[config.mk]
export PLATFORM = sky130hd
export DESIGN_NAME = icu_clock_ctrl
export DESIGN_NICKNAME = d
export VERILOG_FILES = /design/src/icu_pkg.sv /design/src/icu_div_if.sv /design/src/icu_tick_div.sv /design/src/icu_clock_ctrl.sv
export SDC_FILE = /design/constraint.sdc
export NUM_CORES = 1
export LEC_CHECK = 0
export BUFFER_PORTS_ARGS = -buffer_cell sky130_fd_sc_hd__clkbuf_2
export CAP_MARGIN = 20
export CORE_UTILIZATION = 40
export DETAILED_ROUTE_END_ITERATION = 10
export HOLD_SLACK_MARGIN = 0.05
export PLACE_DENSITY = 0.7
export RECOVER_POWER = 25
export SYNTH_ARGS = -nofsm -noshare
export SYNTH_HDL_FRONTEND = slang
export SYNTH_HIERARCHICAL = 1
export SYNTH_SLANG_ARGS = --single-unit
[constraint.sdc]
create_clock -name clk_sys_i -period 4.3 [get_ports clk_sys_i]
set_clock_uncertainty 0.15 [all_clocks]
set_input_delay 0.86 -clock clk_sys_i [delete_from_list [all_inputs] [get_ports clk_sys_i]]
set_output_delay 0.86 -clock clk_sys_i [all_outputs]
set_load 0.03 [all_outputs]
[src/icu_pkg.sv]
// constants, field layout and mode codes of the internal clock unit
// assumes an 8-bit register port with four word addresses
package icu_pkg;

	// ==========================================================
	// register port
	localparam int ADDR_W = 2;
	localparam int DATA_W = 8;
	localparam logic [1:0] ADDR_CTRL1 = 2'h0;
	localparam logic [1:0] ADDR_CTRL2 = 2'h1;
	localparam logic [1:0] ADDR_TRIM = 2'h2;
	localparam logic [1:0] ADDR_STATUS = 2'h3;

	// ==========================================================
	// field positions
	localparam int C1_SRC_SEL = 6;
	localparam int C1_RDIV_LSB = 3;
	localparam int C1_KEEP = 0;
	localparam logic [7:0] C1_ONES = 8'h06;
	localparam int C2_BUS_DIV_LSB = 6;
	localparam int C2_PD_SEL = 3;
	localparam int ST_LOCK = 4;
	localparam int ST_MODE = 2;
	localparam int ST_FTRIM = 0;

	// ==========================================================
	// reset values
	localparam logic SRC_SEL_RST = 1'b0;
	localparam logic [2:0] RDIV_RST = 3'h0;
	localparam logic KEEP_RST = 1'b0;
	localparam logic [1:0] BUS_DIV_RST = 2'h1;
	localparam logic PD_SEL_RST = 1'b0;
	localparam logic [7:0] TRIM_RST = 8'h80;
	localparam logic FTRIM_RST = 1'b0;

	// ==========================================================
	// loop monitor
	localparam int DIV_CW = 7;
	localparam int LOCK_CW = 11;
	localparam logic [10:0] LOOP_MULT = 11'h200;
	localparam logic [10:0] LOCK_SAT = 11'h7FF;

	typedef enum logic [1:0] {
		ICU_MODE_ENG = 2'b00,
		ICU_MODE_BYP = 2'b01,
		ICU_MODE_BYP_PD = 2'b10,
		ICU_MODE_STOP = 2'b11
	} icu_mode_t;

	// last count value of a divide by two to the power shift
	function automatic logic [6:0] icu_ratio_max(input logic [2:0] shift);
		icu_ratio_max = (7'h01 << shift) - 7'h01;
	endfunction : icu_ratio_max

	// run mode chosen by source select and low power select
	function automatic icu_mode_t icu_run_mode(input logic src_sel, input logic pd_sel);
		if (!src_sel)
			icu_run_mode = ICU_MODE_ENG;
		else if (pd_sel)
			icu_run_mode = ICU_MODE_BYP_PD;
		else
			icu_run_mode = ICU_MODE_BYP;
	endfunction : icu_run_mode

endpackage : icu_pkg

[src/icu_div_if.sv]
// tick divider hookup between the clock unit and its dividers
// assumes ticks are one-cycle enables on the system clock
`timescale 1ns/1ns
interface icu_div_if;
	logic tick_in;
	logic clear;
	logic [2:0] shift;
	logic tick_out;
	modport div_side(input tick_in, input clear, input shift, output tick_out);
	modport user_side(output tick_in, output clear, output shift, input tick_out);
endinterface : icu_div_if

[src/icu_tick_div.sv]
// power-of-two tick divider, 1 to 128
// assumes input ticks are one-cycle enables; output is combinational
`timescale 1ns/1ns
module icu_tick_div #(
	parameter int CW = 7
) (
	input wire logic clk_sys_i,
	input wire logic rst_n_i,
	icu_div_if.div_side port
);

	logic [CW-1:0] cnt_ff;
	logic [CW-1:0] nxt_cnt;
	logic [CW-1:0] lim;

	// ==========================================================
	// counter
	// compare with >= so a smaller ratio acts on the next tick
	always_comb begin
		lim = CW'(icu_pkg::icu_ratio_max(port.shift));
		nxt_cnt = cnt_ff;
		port.tick_out = 1'b0;
		if (port.clear) begin
			nxt_cnt = '0;
		end else if (port.tick_in) begin
			if (cnt_ff >= lim) begin
				nxt_cnt = '0;
				port.tick_out = 1'b1;
			end else begin
				nxt_cnt = cnt_ff + 1'b1;
			end
		end
	end

	always_ff @(posedge clk_sys_i or negedge rst_n_i) begin
		if (!rst_n_i)
			cnt_ff <= '0;
		else
			cnt_ff <= nxt_cnt;
	end

endmodule : icu_tick_div

[src/icu_clock_ctrl.sv]
// internal clock unit: mode control, bus divider, debug clock, loop monitor
// assumes oscillator and reference edges arrive as one-cycle ticks
// on clk_sys_i, and stop_i / dbg_active_i are synchronous levels
//
// Overview of operation
// - system clock tick rate is twice bus rate
// - selected source always passes the bus divider
// - divider select in control two bits 7:6
// - codes give 1, 2, 4, 8; reset 2
// - control one bits 2:1 read one
// - reset enters loop engaged mode
// - source select bit 6 picks loop or reference
// - source select zero gives loop engaged mode
// - source select one gives a bypassed mode
// - engaged: output and debug clock from loop
// - bypassed: loop on, output from reference
// - low power bypass: loop off, no debug clock
// - stop: no loop, system or debug clock
// - in bypass, low power bit stops loop unless debugging
// - stop keep bit holds reference running
// - debug clock is oscillator divided by two
// - reference period has nine trim bits
// - three-bit reference divider select
// - loop locks to 512 times divided reference
// - divider changes act immediately
`timescale 1ns/1ns
module icu_clock_ctrl (
	input wire logic clk_sys_i,
	input wire logic rst_n_i,
	input wire logic [1:0] addr_i,
	input wire logic [7:0] wr_data_i,
	input wire logic wr_en_i,
	input wire logic rd_en_i,
	output logic [7:0] rd_data_o,
	input wire logic dco_tick_i,
	input wire logic ref_tick_i,
	input wire logic stop_i,
	input wire logic dbg_active_i,
	output logic sys_clk_en_o,
	output logic bus_clk_en_o,
	output logic dbg_clk_en_o,
	output logic loop_enable_o,
	output logic ref_enable_o,
	output logic loop_faster_o,
	output logic loop_slower_o,
	output logic [8:0] ref_trim_o,
	output logic [1:0] mode_o
);

	// ==========================================================
	// declarations
	logic src_sel_ff, nxt_src_sel;
	logic [2:0] rdiv_ff, nxt_rdiv;
	logic keep_ff, nxt_keep;
	logic [1:0] bus_div_ff, nxt_bus_div;
	logic pd_sel_ff, nxt_pd_sel;
	logic [7:0] trim_ff, nxt_trim;
	logic ftrim_ff, nxt_ftrim;
	logic [7:0] rd_data_ff, nxt_rd_data;
	icu_pkg::icu_mode_t mode_ff, nxt_mode;
	logic sys_ff, nxt_sys;
	logic bus_ff, nxt_bus;
	logic bus_ph_ff, nxt_bus_ph;
	logic dbg_ff, nxt_dbg;
	logic dbg_ph_ff, nxt_dbg_ph;
	logic loop_ff, nxt_loop;
	logic ref_en_ff, nxt_ref_en;
	logic [10:0] lock_cnt_ff, nxt_lock_cnt;
	logic faster_ff, nxt_faster;
	logic slower_ff, nxt_slower;
	logic locked_ff, nxt_locked;
	logic loop_on;
	logic dbg_on;
	logic src_tick;

	icu_div_if bus_if ();
	icu_div_if ref_if ();

	// ==========================================================
	// register port
	always_comb begin
		nxt_src_sel = src_sel_ff;
		nxt_rdiv = rdiv_ff;
		nxt_keep = keep_ff;
		nxt_bus_div = bus_div_ff;
		nxt_pd_sel = pd_sel_ff;
		nxt_trim = trim_ff;
		nxt_ftrim = ftrim_ff;
		nxt_rd_data = 8'h00;
		if (wr_en_i) begin
			unique case (addr_i)
				icu_pkg::ADDR_CTRL1: begin
					nxt_src_sel = wr_data_i[icu_pkg::C1_SRC_SEL];
					nxt_rdiv = wr_data_i[icu_pkg::C1_RDIV_LSB +: 3];
					nxt_keep = wr_data_i[icu_pkg::C1_KEEP];
				end
				icu_pkg::ADDR_CTRL2: begin
					nxt_bus_div = wr_data_i[icu_pkg::C2_BUS_DIV_LSB +: 2];
					nxt_pd_sel = wr_data_i[icu_pkg::C2_PD_SEL];
				end
				icu_pkg::ADDR_TRIM: begin
					nxt_trim = wr_data_i;
				end
				icu_pkg::ADDR_STATUS: begin
					nxt_ftrim = wr_data_i[icu_pkg::ST_FTRIM];
				end
			endcase
		end
		if (rd_en_i) begin
			unique case (addr_i)
				icu_pkg::ADDR_CTRL1: begin
					nxt_rd_data[icu_pkg::C1_SRC_SEL] = src_sel_ff;
					nxt_rd_data[icu_pkg::C1_RDIV_LSB +: 3] = rdiv_ff;
					nxt_rd_data[icu_pkg::C1_KEEP] = keep_ff;
					nxt_rd_data = nxt_rd_data | icu_pkg::C1_ONES;
				end
				icu_pkg::ADDR_CTRL2: begin
					nxt_rd_data[icu_pkg::C2_BUS_DIV_LSB +: 2] = bus_div_ff;
					nxt_rd_data[icu_pkg::C2_PD_SEL] = pd_sel_ff;
				end
				icu_pkg::ADDR_TRIM: begin
					nxt_rd_data = trim_ff;
				end
				icu_pkg::ADDR_STATUS: begin
					nxt_rd_data[icu_pkg::ST_LOCK] = locked_ff;
					nxt_rd_data[icu_pkg::ST_MODE] = (mode_ff == icu_pkg::ICU_MODE_BYP) ||
						(mode_ff == icu_pkg::ICU_MODE_BYP_PD);
					nxt_rd_data[icu_pkg::ST_FTRIM] = ftrim_ff;
				end
			endcase
		end
	end

	// trim is not self-restoring; software reloads the factory value
	always_ff @(posedge clk_sys_i or negedge rst_n_i) begin
		if (!rst_n_i) begin
			src_sel_ff <= icu_pkg::SRC_SEL_RST;
			rdiv_ff <= icu_pkg::RDIV_RST;
			keep_ff <= icu_pkg::KEEP_RST;
			bus_div_ff <= icu_pkg::BUS_DIV_RST;
			pd_sel_ff <= icu_pkg::PD_SEL_RST;
			trim_ff <= icu_pkg::TRIM_RST;
			ftrim_ff <= icu_pkg::FTRIM_RST;
			rd_data_ff <= 8'h00;
		end else begin
			src_sel_ff <= nxt_src_sel;
			rdiv_ff <= nxt_rdiv;
			keep_ff <= nxt_keep;
			bus_div_ff <= nxt_bus_div;
			pd_sel_ff <= nxt_pd_sel;
			trim_ff <= nxt_trim;
			ftrim_ff <= nxt_ftrim;
			rd_data_ff <= nxt_rd_data;
		end
	end

	// ==========================================================
	// mode and clock generation
	// stop leaves the control bits alone, so leaving stop resumes the old mode
	always_comb begin
		if (stop_i)
			nxt_mode = icu_pkg::ICU_MODE_STOP;
		else
			nxt_mode = icu_pkg::icu_run_mode(src_sel_ff, pd_sel_ff);
		loop_on = (mode_ff == icu_pkg::ICU_MODE_ENG) || (mode_ff == icu_pkg::ICU_MODE_BYP) ||
			((mode_ff == icu_pkg::ICU_MODE_BYP_PD) && dbg_active_i);
		// debug clock withheld in low power bypass even when debugging
		dbg_on = (mode_ff == icu_pkg::ICU_MODE_ENG) ||
			(mode_ff == icu_pkg::ICU_MODE_BYP);
		unique case (mode_ff)
			icu_pkg::ICU_MODE_ENG: src_tick = dco_tick_i;
			icu_pkg::ICU_MODE_BYP: src_tick = ref_tick_i;
			icu_pkg::ICU_MODE_BYP_PD: src_tick = ref_tick_i;
			icu_pkg::ICU_MODE_STOP: src_tick = 1'b0;
		endcase
		bus_if.tick_in = src_tick;
		bus_if.clear = (mode_ff == icu_pkg::ICU_MODE_STOP);
		bus_if.shift = {1'b0, bus_div_ff};
		nxt_sys = bus_if.tick_out;
		nxt_bus_ph = bus_if.tick_out ? !bus_ph_ff : bus_ph_ff;
		nxt_bus = bus_if.tick_out && bus_ph_ff;
		nxt_dbg_ph = (dco_tick_i && dbg_on) ? !dbg_ph_ff : dbg_ph_ff;
		nxt_dbg = dco_tick_i && dbg_on && dbg_ph_ff;
		nxt_loop = loop_on;
		nxt_ref_en = (mode_ff != icu_pkg::ICU_MODE_STOP) || keep_ff;
	end

	always_ff @(posedge clk_sys_i or negedge rst_n_i) begin
		if (!rst_n_i) begin
			mode_ff <= icu_pkg::ICU_MODE_ENG;
			sys_ff <= 1'b0;
			bus_ff <= 1'b0;
			bus_ph_ff <= 1'b0;
			dbg_ff <= 1'b0;
			dbg_ph_ff <= 1'b0;
			loop_ff <= 1'b0;
			ref_en_ff <= 1'b0;
		end else begin
			mode_ff <= nxt_mode;
			sys_ff <= nxt_sys;
			bus_ff <= nxt_bus;
			bus_ph_ff <= nxt_bus_ph;
			dbg_ff <= nxt_dbg;
			dbg_ph_ff <= nxt_dbg_ph;
			loop_ff <= nxt_loop;
			ref_en_ff <= nxt_ref_en;
		end
	end

	icu_tick_div #(
		.CW(icu_pkg::DIV_CW)
	) u_bus_div (
		.clk_sys_i(clk_sys_i),
		.rst_n_i(rst_n_i),
		.port(bus_if.div_side)
	);

	// ==========================================================
	// loop frequency monitor
	// oscillator ticks counted per divided reference period
	always_comb begin
		ref_if.tick_in = ref_tick_i && loop_on;
		ref_if.clear = !loop_on;
		ref_if.shift = rdiv_ff;
		nxt_lock_cnt = lock_cnt_ff;
		nxt_faster = faster_ff;
		nxt_slower = slower_ff;
		nxt_locked = locked_ff;
		if (!loop_on) begin
			nxt_lock_cnt = 11'h000;
			nxt_faster = 1'b0;
			nxt_slower = 1'b0;
			nxt_locked = 1'b0;
		end else if (ref_if.tick_out) begin
			nxt_faster = lock_cnt_ff < icu_pkg::LOOP_MULT;
			nxt_slower = lock_cnt_ff > icu_pkg::LOOP_MULT;
			nxt_locked = lock_cnt_ff == icu_pkg::LOOP_MULT;
			nxt_lock_cnt = {10'h000, dco_tick_i};
		end else if (dco_tick_i && (lock_cnt_ff != icu_pkg::LOCK_SAT)) begin
			nxt_lock_cnt = lock_cnt_ff + 11'h001;
		end
	end

	always_ff @(posedge clk_sys_i or negedge rst_n_i) begin
		if (!rst_n_i) begin
			lock_cnt_ff <= 11'h000;
			faster_ff <= 1'b0;
			slower_ff <= 1'b0;
			locked_ff <= 1'b0;
		end else begin
			lock_cnt_ff <= nxt_lock_cnt;
			faster_ff <= nxt_faster;
			slower_ff <= nxt_slower;
			locked_ff <= nxt_locked;
		end
	end

	icu_tick_div #(
		.CW(icu_pkg::DIV_CW)
	) u_ref_div (
		.clk_sys_i(clk_sys_i),
		.rst_n_i(rst_n_i),
		.port(ref_if.div_side)
	);

	// ==========================================================
	// outputs
	assign rd_data_o = rd_data_ff;
	assign sys_clk_en_o = sys_ff;
	assign bus_clk_en_o = bus_ff;
	assign dbg_clk_en_o = dbg_ff;
	assign loop_enable_o = loop_ff;
	assign ref_enable_o = ref_en_ff;
	assign loop_faster_o = faster_ff;
	assign loop_slower_o = slower_ff;
	assign ref_trim_o = {trim_ff, ftrim_ff};
	assign mode_o = mode_ff;
endmodule : icu_clock_ctrl

==> impl_results.md, run 1 <==
* Setup violations, final at 0
* HP Class: flip-flop to flip-flop
* RSZ-0062 raised after global routing: false
* I/O Buffers at 43
* Largest net degree at the start of global routing at 33
* Crit-path slowest cell: dfrtp_1
* FP Rows at 33
* Slew HR at -0.105
* Mapped Area at 0.00340 mm2
* Post-synth EDFFs at 0
* Slowest stage delay, CP at 0.45 ns
* First-pass GRT wire length at 11200 um
* CP max FO at 11
* Max-cap violations at 1
* Clk buf depth at 2
* Nets at 406
* Die X at 94.2 um
* CTS H-Tree Depth at 3
* Seq cells post-synth at 62
* Placed Area at 0.00371 mm2
* Initial Util at 0.414
* Synth Warn # at 6
* Initial antenna violation count at 0
* Area grow syn2layout at 15.7%
* Hold slack at around 0.31 ns
* Share of layout cells above drive strength 1 at 0.259
* Ys async rst share at 1.00
* Outcome: complete, but fails checks
* Congestion Overflow GR at 0
* Synth top area cells: dfrtp_1 (44%), ha_1 (8.1%), mux2_2 (6.6%)
* Post-Route WL at 6670 um
* Routed len/inst at 14.0 um
* Max VDD drop at 0.231 mV
* DR pass1 iterations at 4
* Clk sinks at 62
* Failing checks: max-capacitance violations, max-slew violations
* Final Hold Vio Count at 0
* Via density at between 5 and 6
* Worst-Margin Slew at 1.66 ns
* Antenna cell count at 0
* Sequential area share after synthesis at 0.457
* Cell area after layout at 0.00394 mm2
* Initial DRC Count at 75
* Vias in the first global route at 2371
* Dpl hpwl at 4840 um
* Most common cell after layout, fill and taps aside: dfrtp_1
* Mapped Avg Cell Area at 10.8 um2
* Mapped Cells at 315
* Post-synth top flop: dfrtp_1
* Period minus WS final at 3.08 ns
* Root buffer cell: clkbuf_8
* TritonCTS clock tree: built
* Remaining DRCs at 0
* Worst path arrival time at 3.21 ns
* Via count at 2473
* P_leak at 1.82 nW
* Area leader, netlist: dfrtp_1
* Most frequent cells in the layout: dfrtp_1 (60), clkbuf_2 (40), inv_1 (22), ha_1 (22), mux2_2 (20)
* Core footprint at around 0.0082 mm2
* Top-area cell type share of the netlist area at 0.441
* Routed Antenna Nets at 0
* Post_cts resized at 0
* Die ar. at about 0.0089 mm2
* Synth unique cells at 56
* Setup crit end kind: flip-flop
* Startpoint types: flip-flop
* Worst skew pair latency at 0.34 ns
* Clk pin slew, worst setup/hold paths at 0.07 ns
* Setup TNS Final at 0 ns
* CP required at 4.43 ns
* Global-route usage over all layers at 0.161
* CP cell instances: or3_1, ha_1, nand2b_1, a31oi_2, o221ai_2, and3_1, or2_1, a211oi_1, a31o_1
* Cts hold-fix bufs at 0
* WS Path Type: flip-flop to flip-flop
* Fin crit share at 0.716
* Io pins at 44
* Postcts setup bufs at 0
* Die Height at 94.2 um
* Pwr per Cell Area at 422 mW/mm2
* Max-slew violations at 32
* CTS buffer count at 9
* GPL Wtd Cong at 0.791
* Fmax at 0.325 GHz
==> Yosys cell counts (all sizes together), types with 5 or more instances <==
library cell / n
nand2b: 5
inv: 22
o21ai: 16
and2: 5
nand2: 18
mux2i: 5
ha: 22
a31oi: 8
dfrtp: 60
a21oi: 13
a211oi: 11
mux2: 20
nand3: 12
buf: 8
xor2: 6
and3: 7
nor2: 17
==> metal layers <==
layer  track usage  up-vias  part of all wire
li1              -     1230                 -
met1         0.214     1187              0.48
met2         0.252       45              0.47
met3        0.0429       11             0.032
met4        0.0551        0             0.013
met5             0        -                 0
==> where the power goes <==
part	internal (mW)	switching, mW
Clock	0.373	0.222
Combinational	0.131	0.217
Sequential	0.652	0.0654
Total	1.16	0.504
==> per-stage QoR <==
step / cells / power (mW) / setup slack (ns) / utilization
2_1_floorplan: 321 / 0.976 / 1.53 / -
3_3_place_gp: 460 / 1.06 / 1.23 / 0.451
3_5_place_dp: 460 / 1.08 / 1.08 / 0.451
4_1_cts: 476 / 1.68 / 1.19 / 0.480
5_1_grt: 476 / 1.75 / 1.06 / 0.479
6_report: 476 / 1.66 / 1.22 / 0.479
==> sequential cells by signal, summed over array words and instances (netlist names), 2 cells and up <==
| name | flops |
|---|---|
| lock_cnt_ff | 11 |
| rd_data_o | 8 |
| trim_ff | 8 |
| u_bus_div/cnt_ff | 7 |
| u_ref_div/cnt_ff | 7 |
| rdiv_ff | 3 |
| bus_div_ff | 2 |
| mode_o | 2 |
==> area by class of cell <==
class | count | area [um2]
clock buffer | 13 | 169
fill | 773 | 4280
multi-input combinational | 227 | 1720
inverter | 22 | 82.6
sequential | 62 | 1550
clock inverter | 3 | 65.1
tap | 105 | 131
timing repair buffer | 44 | 219
==> worst paths after layout <==
kind	slack, ns	startpoint	end	depth (start not counted)
worst min register to register	0.31	bus_ph_ff	bus_ph_ff	1
min in group asynchronous	0.79	rst_n_i	lock_cnt_ff[3]	1
worst min-delay path	0.31	bus_ph_ff	bus_ph_ff	1
max in group asynchronous	1.98	rst_n_i	trim_ff[7]	2
worst max-delay path	1.22	rdiv_ff[1]	lock_cnt_ff[6]	9
worst max register to register	1.22	rdiv_ff[1]	lock_cnt_ff[6]	9
==> logic make-up after synthesis <==
group | after synthesis | share of synthesized area
AOI/OAI and AO/OA | 72 | 0.161
DFF | 62 | 0.457
muxes | 25 | 0.0809
other | 1 | 0.00110
xor gates and xnor gates | 10 | 0.0257
adders and majority gates | 22 | 0.0809
and+or+nand+nor | 91 | 0.149
buffers and inverters | 32 | 0.0452
==> critical path: cells and delay by family, from the launching register on <==
kind / cells / cell delay [ns]
AO/OA/AOI/OAI: 4 / 0.88
adder cells (fa/ha/maj): 1 / 0.28
flip-flops: 1 / 0.45
AND/OR/NAND/NOR: 4 / 1.26
Power figures use the tool's default switching activity.
==> run 2, diff against run 1 <==
==> constraint.sdc (replaced) <==
create_clock -name clk_sys_i -period 3 [get_ports clk_sys_i]
set_clock_uncertainty 0.15 [all_clocks]
set_input_delay 0.6 -clock clk_sys_i [delete_from_list [all_inputs] [get_ports clk_sys_i]]
set_output_delay 0.6 -clock clk_sys_i [all_outputs]
set_load 0.03 [all_outputs]
==> run 2 against run 1 <==
- largest cell class unchanged
- highest routed layer unchanged
- hold slack got worse by 0.0083 ns
- the run still ends with max-capacitance violations, max-slew violations left
- clock power rose by 52%
- setup slack got worse by 0.89 ns
==> impl_results.md, run 2 (synthesis gave the netlist of run 1 again) <==
* Global-route usage over all layers at 0.178 (+0.0174)
* Max-cap violations at 1 (unchanged)
* CP max FO at 5 (-6)
* Area grow syn2layout at 17.9%
* Outcome: complete, but fails checks
* Worst-Margin Slew at 1.73 ns (+0.0740 ns)
* Dpl hpwl at 5190 um (+7.3%)
* CTS buffer count at 9 (unchanged)
* Worst r2r src: rdiv_ff[1]
* Worst skew pair latency at 0.34 ns (about the same)
* Via count at 2584 (+4.5%)
* I/O Buffers at 43 (unchanged)
* Period minus WS final at 2.67 ns (-0.406 ns)
* Fmax at 0.374 GHz (+15%)
* Area occupied by multi-input gates at 0.00172 mm2 (unchanged)
* Slew HR at -0.155 (-0.0494)
* Layout fillers at 745 (-3.6%)
* Vias in the first global route at 2589 (+9.2%)
* Final Hold Vio Count at 0 (unchanged)
* Die ar. at 0.00888 mm2 (unchanged)
* Worst path arrival time at 2.81 ns (-0.40 ns)
* Postcts setup bufs at 0 (unchanged)
* FP Rows at 33 (unchanged)
* Cts hold-fix bufs at 0 (unchanged)
* Routed Antenna Nets at 0 (unchanged)
* Total power at 2.47 mW (+49%)
* Antenna cell count at 0 (unchanged)
* Congestion Overflow GR at 0 (unchanged)
* Initial antenna violation count at 0 (unchanged)
* Largest register by flop count: lock_cnt_ff
* Remaining DRCs at 0 (unchanged)
* Nets at 415 (+2.2%)
* Post_cts resized at 0 (unchanged)
* Via density at 5.33 (+2.5%)
* Setup TNS Final at 0 ns (unchanged)
* RSZ-0062 raised after global routing: false
* End of the critical path: lock_cnt_ff[6]
* Most common cell after layout, fill and taps aside: dfrtp_1
* GPL Wtd Cong at 0.794 (+0.48%)
* Hold slack at 0.303 ns (-0.00827 ns)
* CP startpoint: rdiv_ff[1]
* Number of flip-flops under the largest register name at 11 (unchanged)
* Die Height at 94.2 um (unchanged)
* Startpoint types: flip-flop
* CP required at 3.14 ns (-1.29 ns)
* Core footprint at 0.00822 mm2 (unchanged)
* Die X at 94.2 um (unchanged)
* Flop2flop setup slack at 0.33 ns (-0.89 ns)
* HP Class: primary input to flip-flop
* Area occupied by registers at 0.00155 mm2 (unchanged)
* Largest net degree at the start of global routing at 32 (-3.0%)
* Io pins at 44 (unchanged)
* Most frequent cells in the layout: dfrtp_1 (60), clkbuf_2 (41), inv_1 (22), ha_1 (22), mux2_2 (20)
* First-pass GRT wire length at 12200 um (+9.6%)
* CTS H-Tree Depth at 3 (unchanged)
* Setup crit end kind: flip-flop
* WS Path Type: flip-flop to flip-flop
* Root buffer cell: clkbuf_8
* Setup violations, final at 0 (unchanged)
* P_leak at 1.87 nW (+2.4%)
* FF-to-FF End: lock_cnt_ff[6]
* Clk sinks at 62 (unchanged)
* Post-Route WL at 7030 um (+5.4%)
* DR pass1 iterations at 4 (unchanged)
* Clk pin slew, worst setup/hold paths at 0.08 ns (about the same)
* Max VDD drop at 0.341 mV (+47%)
* Initial Util at 0.414 (unchanged)
* Share of layout cells above drive strength 1 at 0.279 (+0.0202)
* Clk buf depth at 2 (unchanged)
* Reg2reg path depth at 10 (+1)
* Max-slew violations at 32 (unchanged)
* Pwr per Cell Area at 615 mW/mm2 (+46%)
* Failing checks: max-capacitance violations, max-slew violations
* TritonCTS clock tree: built
* Initial DRC Count at 119 (+59%)
* Routed len/inst at 14.5 um (+3.4%)
* Fin crit share at 0.890 (+0.175)
run 2: final cells by class:
cell class	count	area share
Clock buffer	9	0.0309
Clock inverter	7	0.0299
Inverter	22	0.0206
Multi-Input combinational cell	227	0.428
Sequential cell	62	0.387
Tap cell	105	0.0327
Timing Repair Buffer	53	0.0708
run 2: critical path: stages, from the launching register on:
cell and delay [ns]:
dfrtp_1 0.38, or3_1 0.37, ha_1 0.28, nand2b_1 0.15, a31oi_2 0.25, o221ai_2 0.14
and3_1 0.21, or2_1 0.30, buf_4 0.18, nor2_2 0.07, a31o_1 0.14
run 2: per-stage QoR:
stage / setup WS [ns] / cells / utilization / cell area [um2]
after floorplan: 0.226 / 321 / - / 3420
after global placement: 0.385 / 469 / 0.459 / 3770
after detailed placement: 0.323 / 469 / 0.459 / 3770
after CTS: 0.304 / 485 / 0.489 / 4020
after global routing: 0.139 / 485 / 0.488 / 4010
final: 0.329 / 485 / 0.488 / 4010
run 2: worst min-delay path by stage:
stage	endpoint	startpoint	depth (start not counted)
final	mode_o[1]	stop_i	2
after global routing	mode_o[1]	stop_i	2
after CTS	lock_cnt_ff[6]	rst_n_i	1
after detailed placement	bus_ph_ff	bus_ph_ff	1
after global placement	bus_ph_ff	bus_ph_ff	1
after floorplan	bus_clk_en_o	rst_n_i	0
run 2: per-layer routing:
metal / track usage / up-vias / wire length (um)
li1: - / 1252 / -
met1: 0.239 / 1260 / 3240
met2: 0.275 / 62 / 3460
met3: 0.0542 / 10 / 261
met4: 0.0538 / 0 / 68
met5: 0 / - / 0
run 2: report_power, final:
part           switching, mW  internal [mW]
Combinational          0.332          0.210
Sequential            0.0858          0.933
Clock                  0.351          0.556
Total                  0.768           1.70
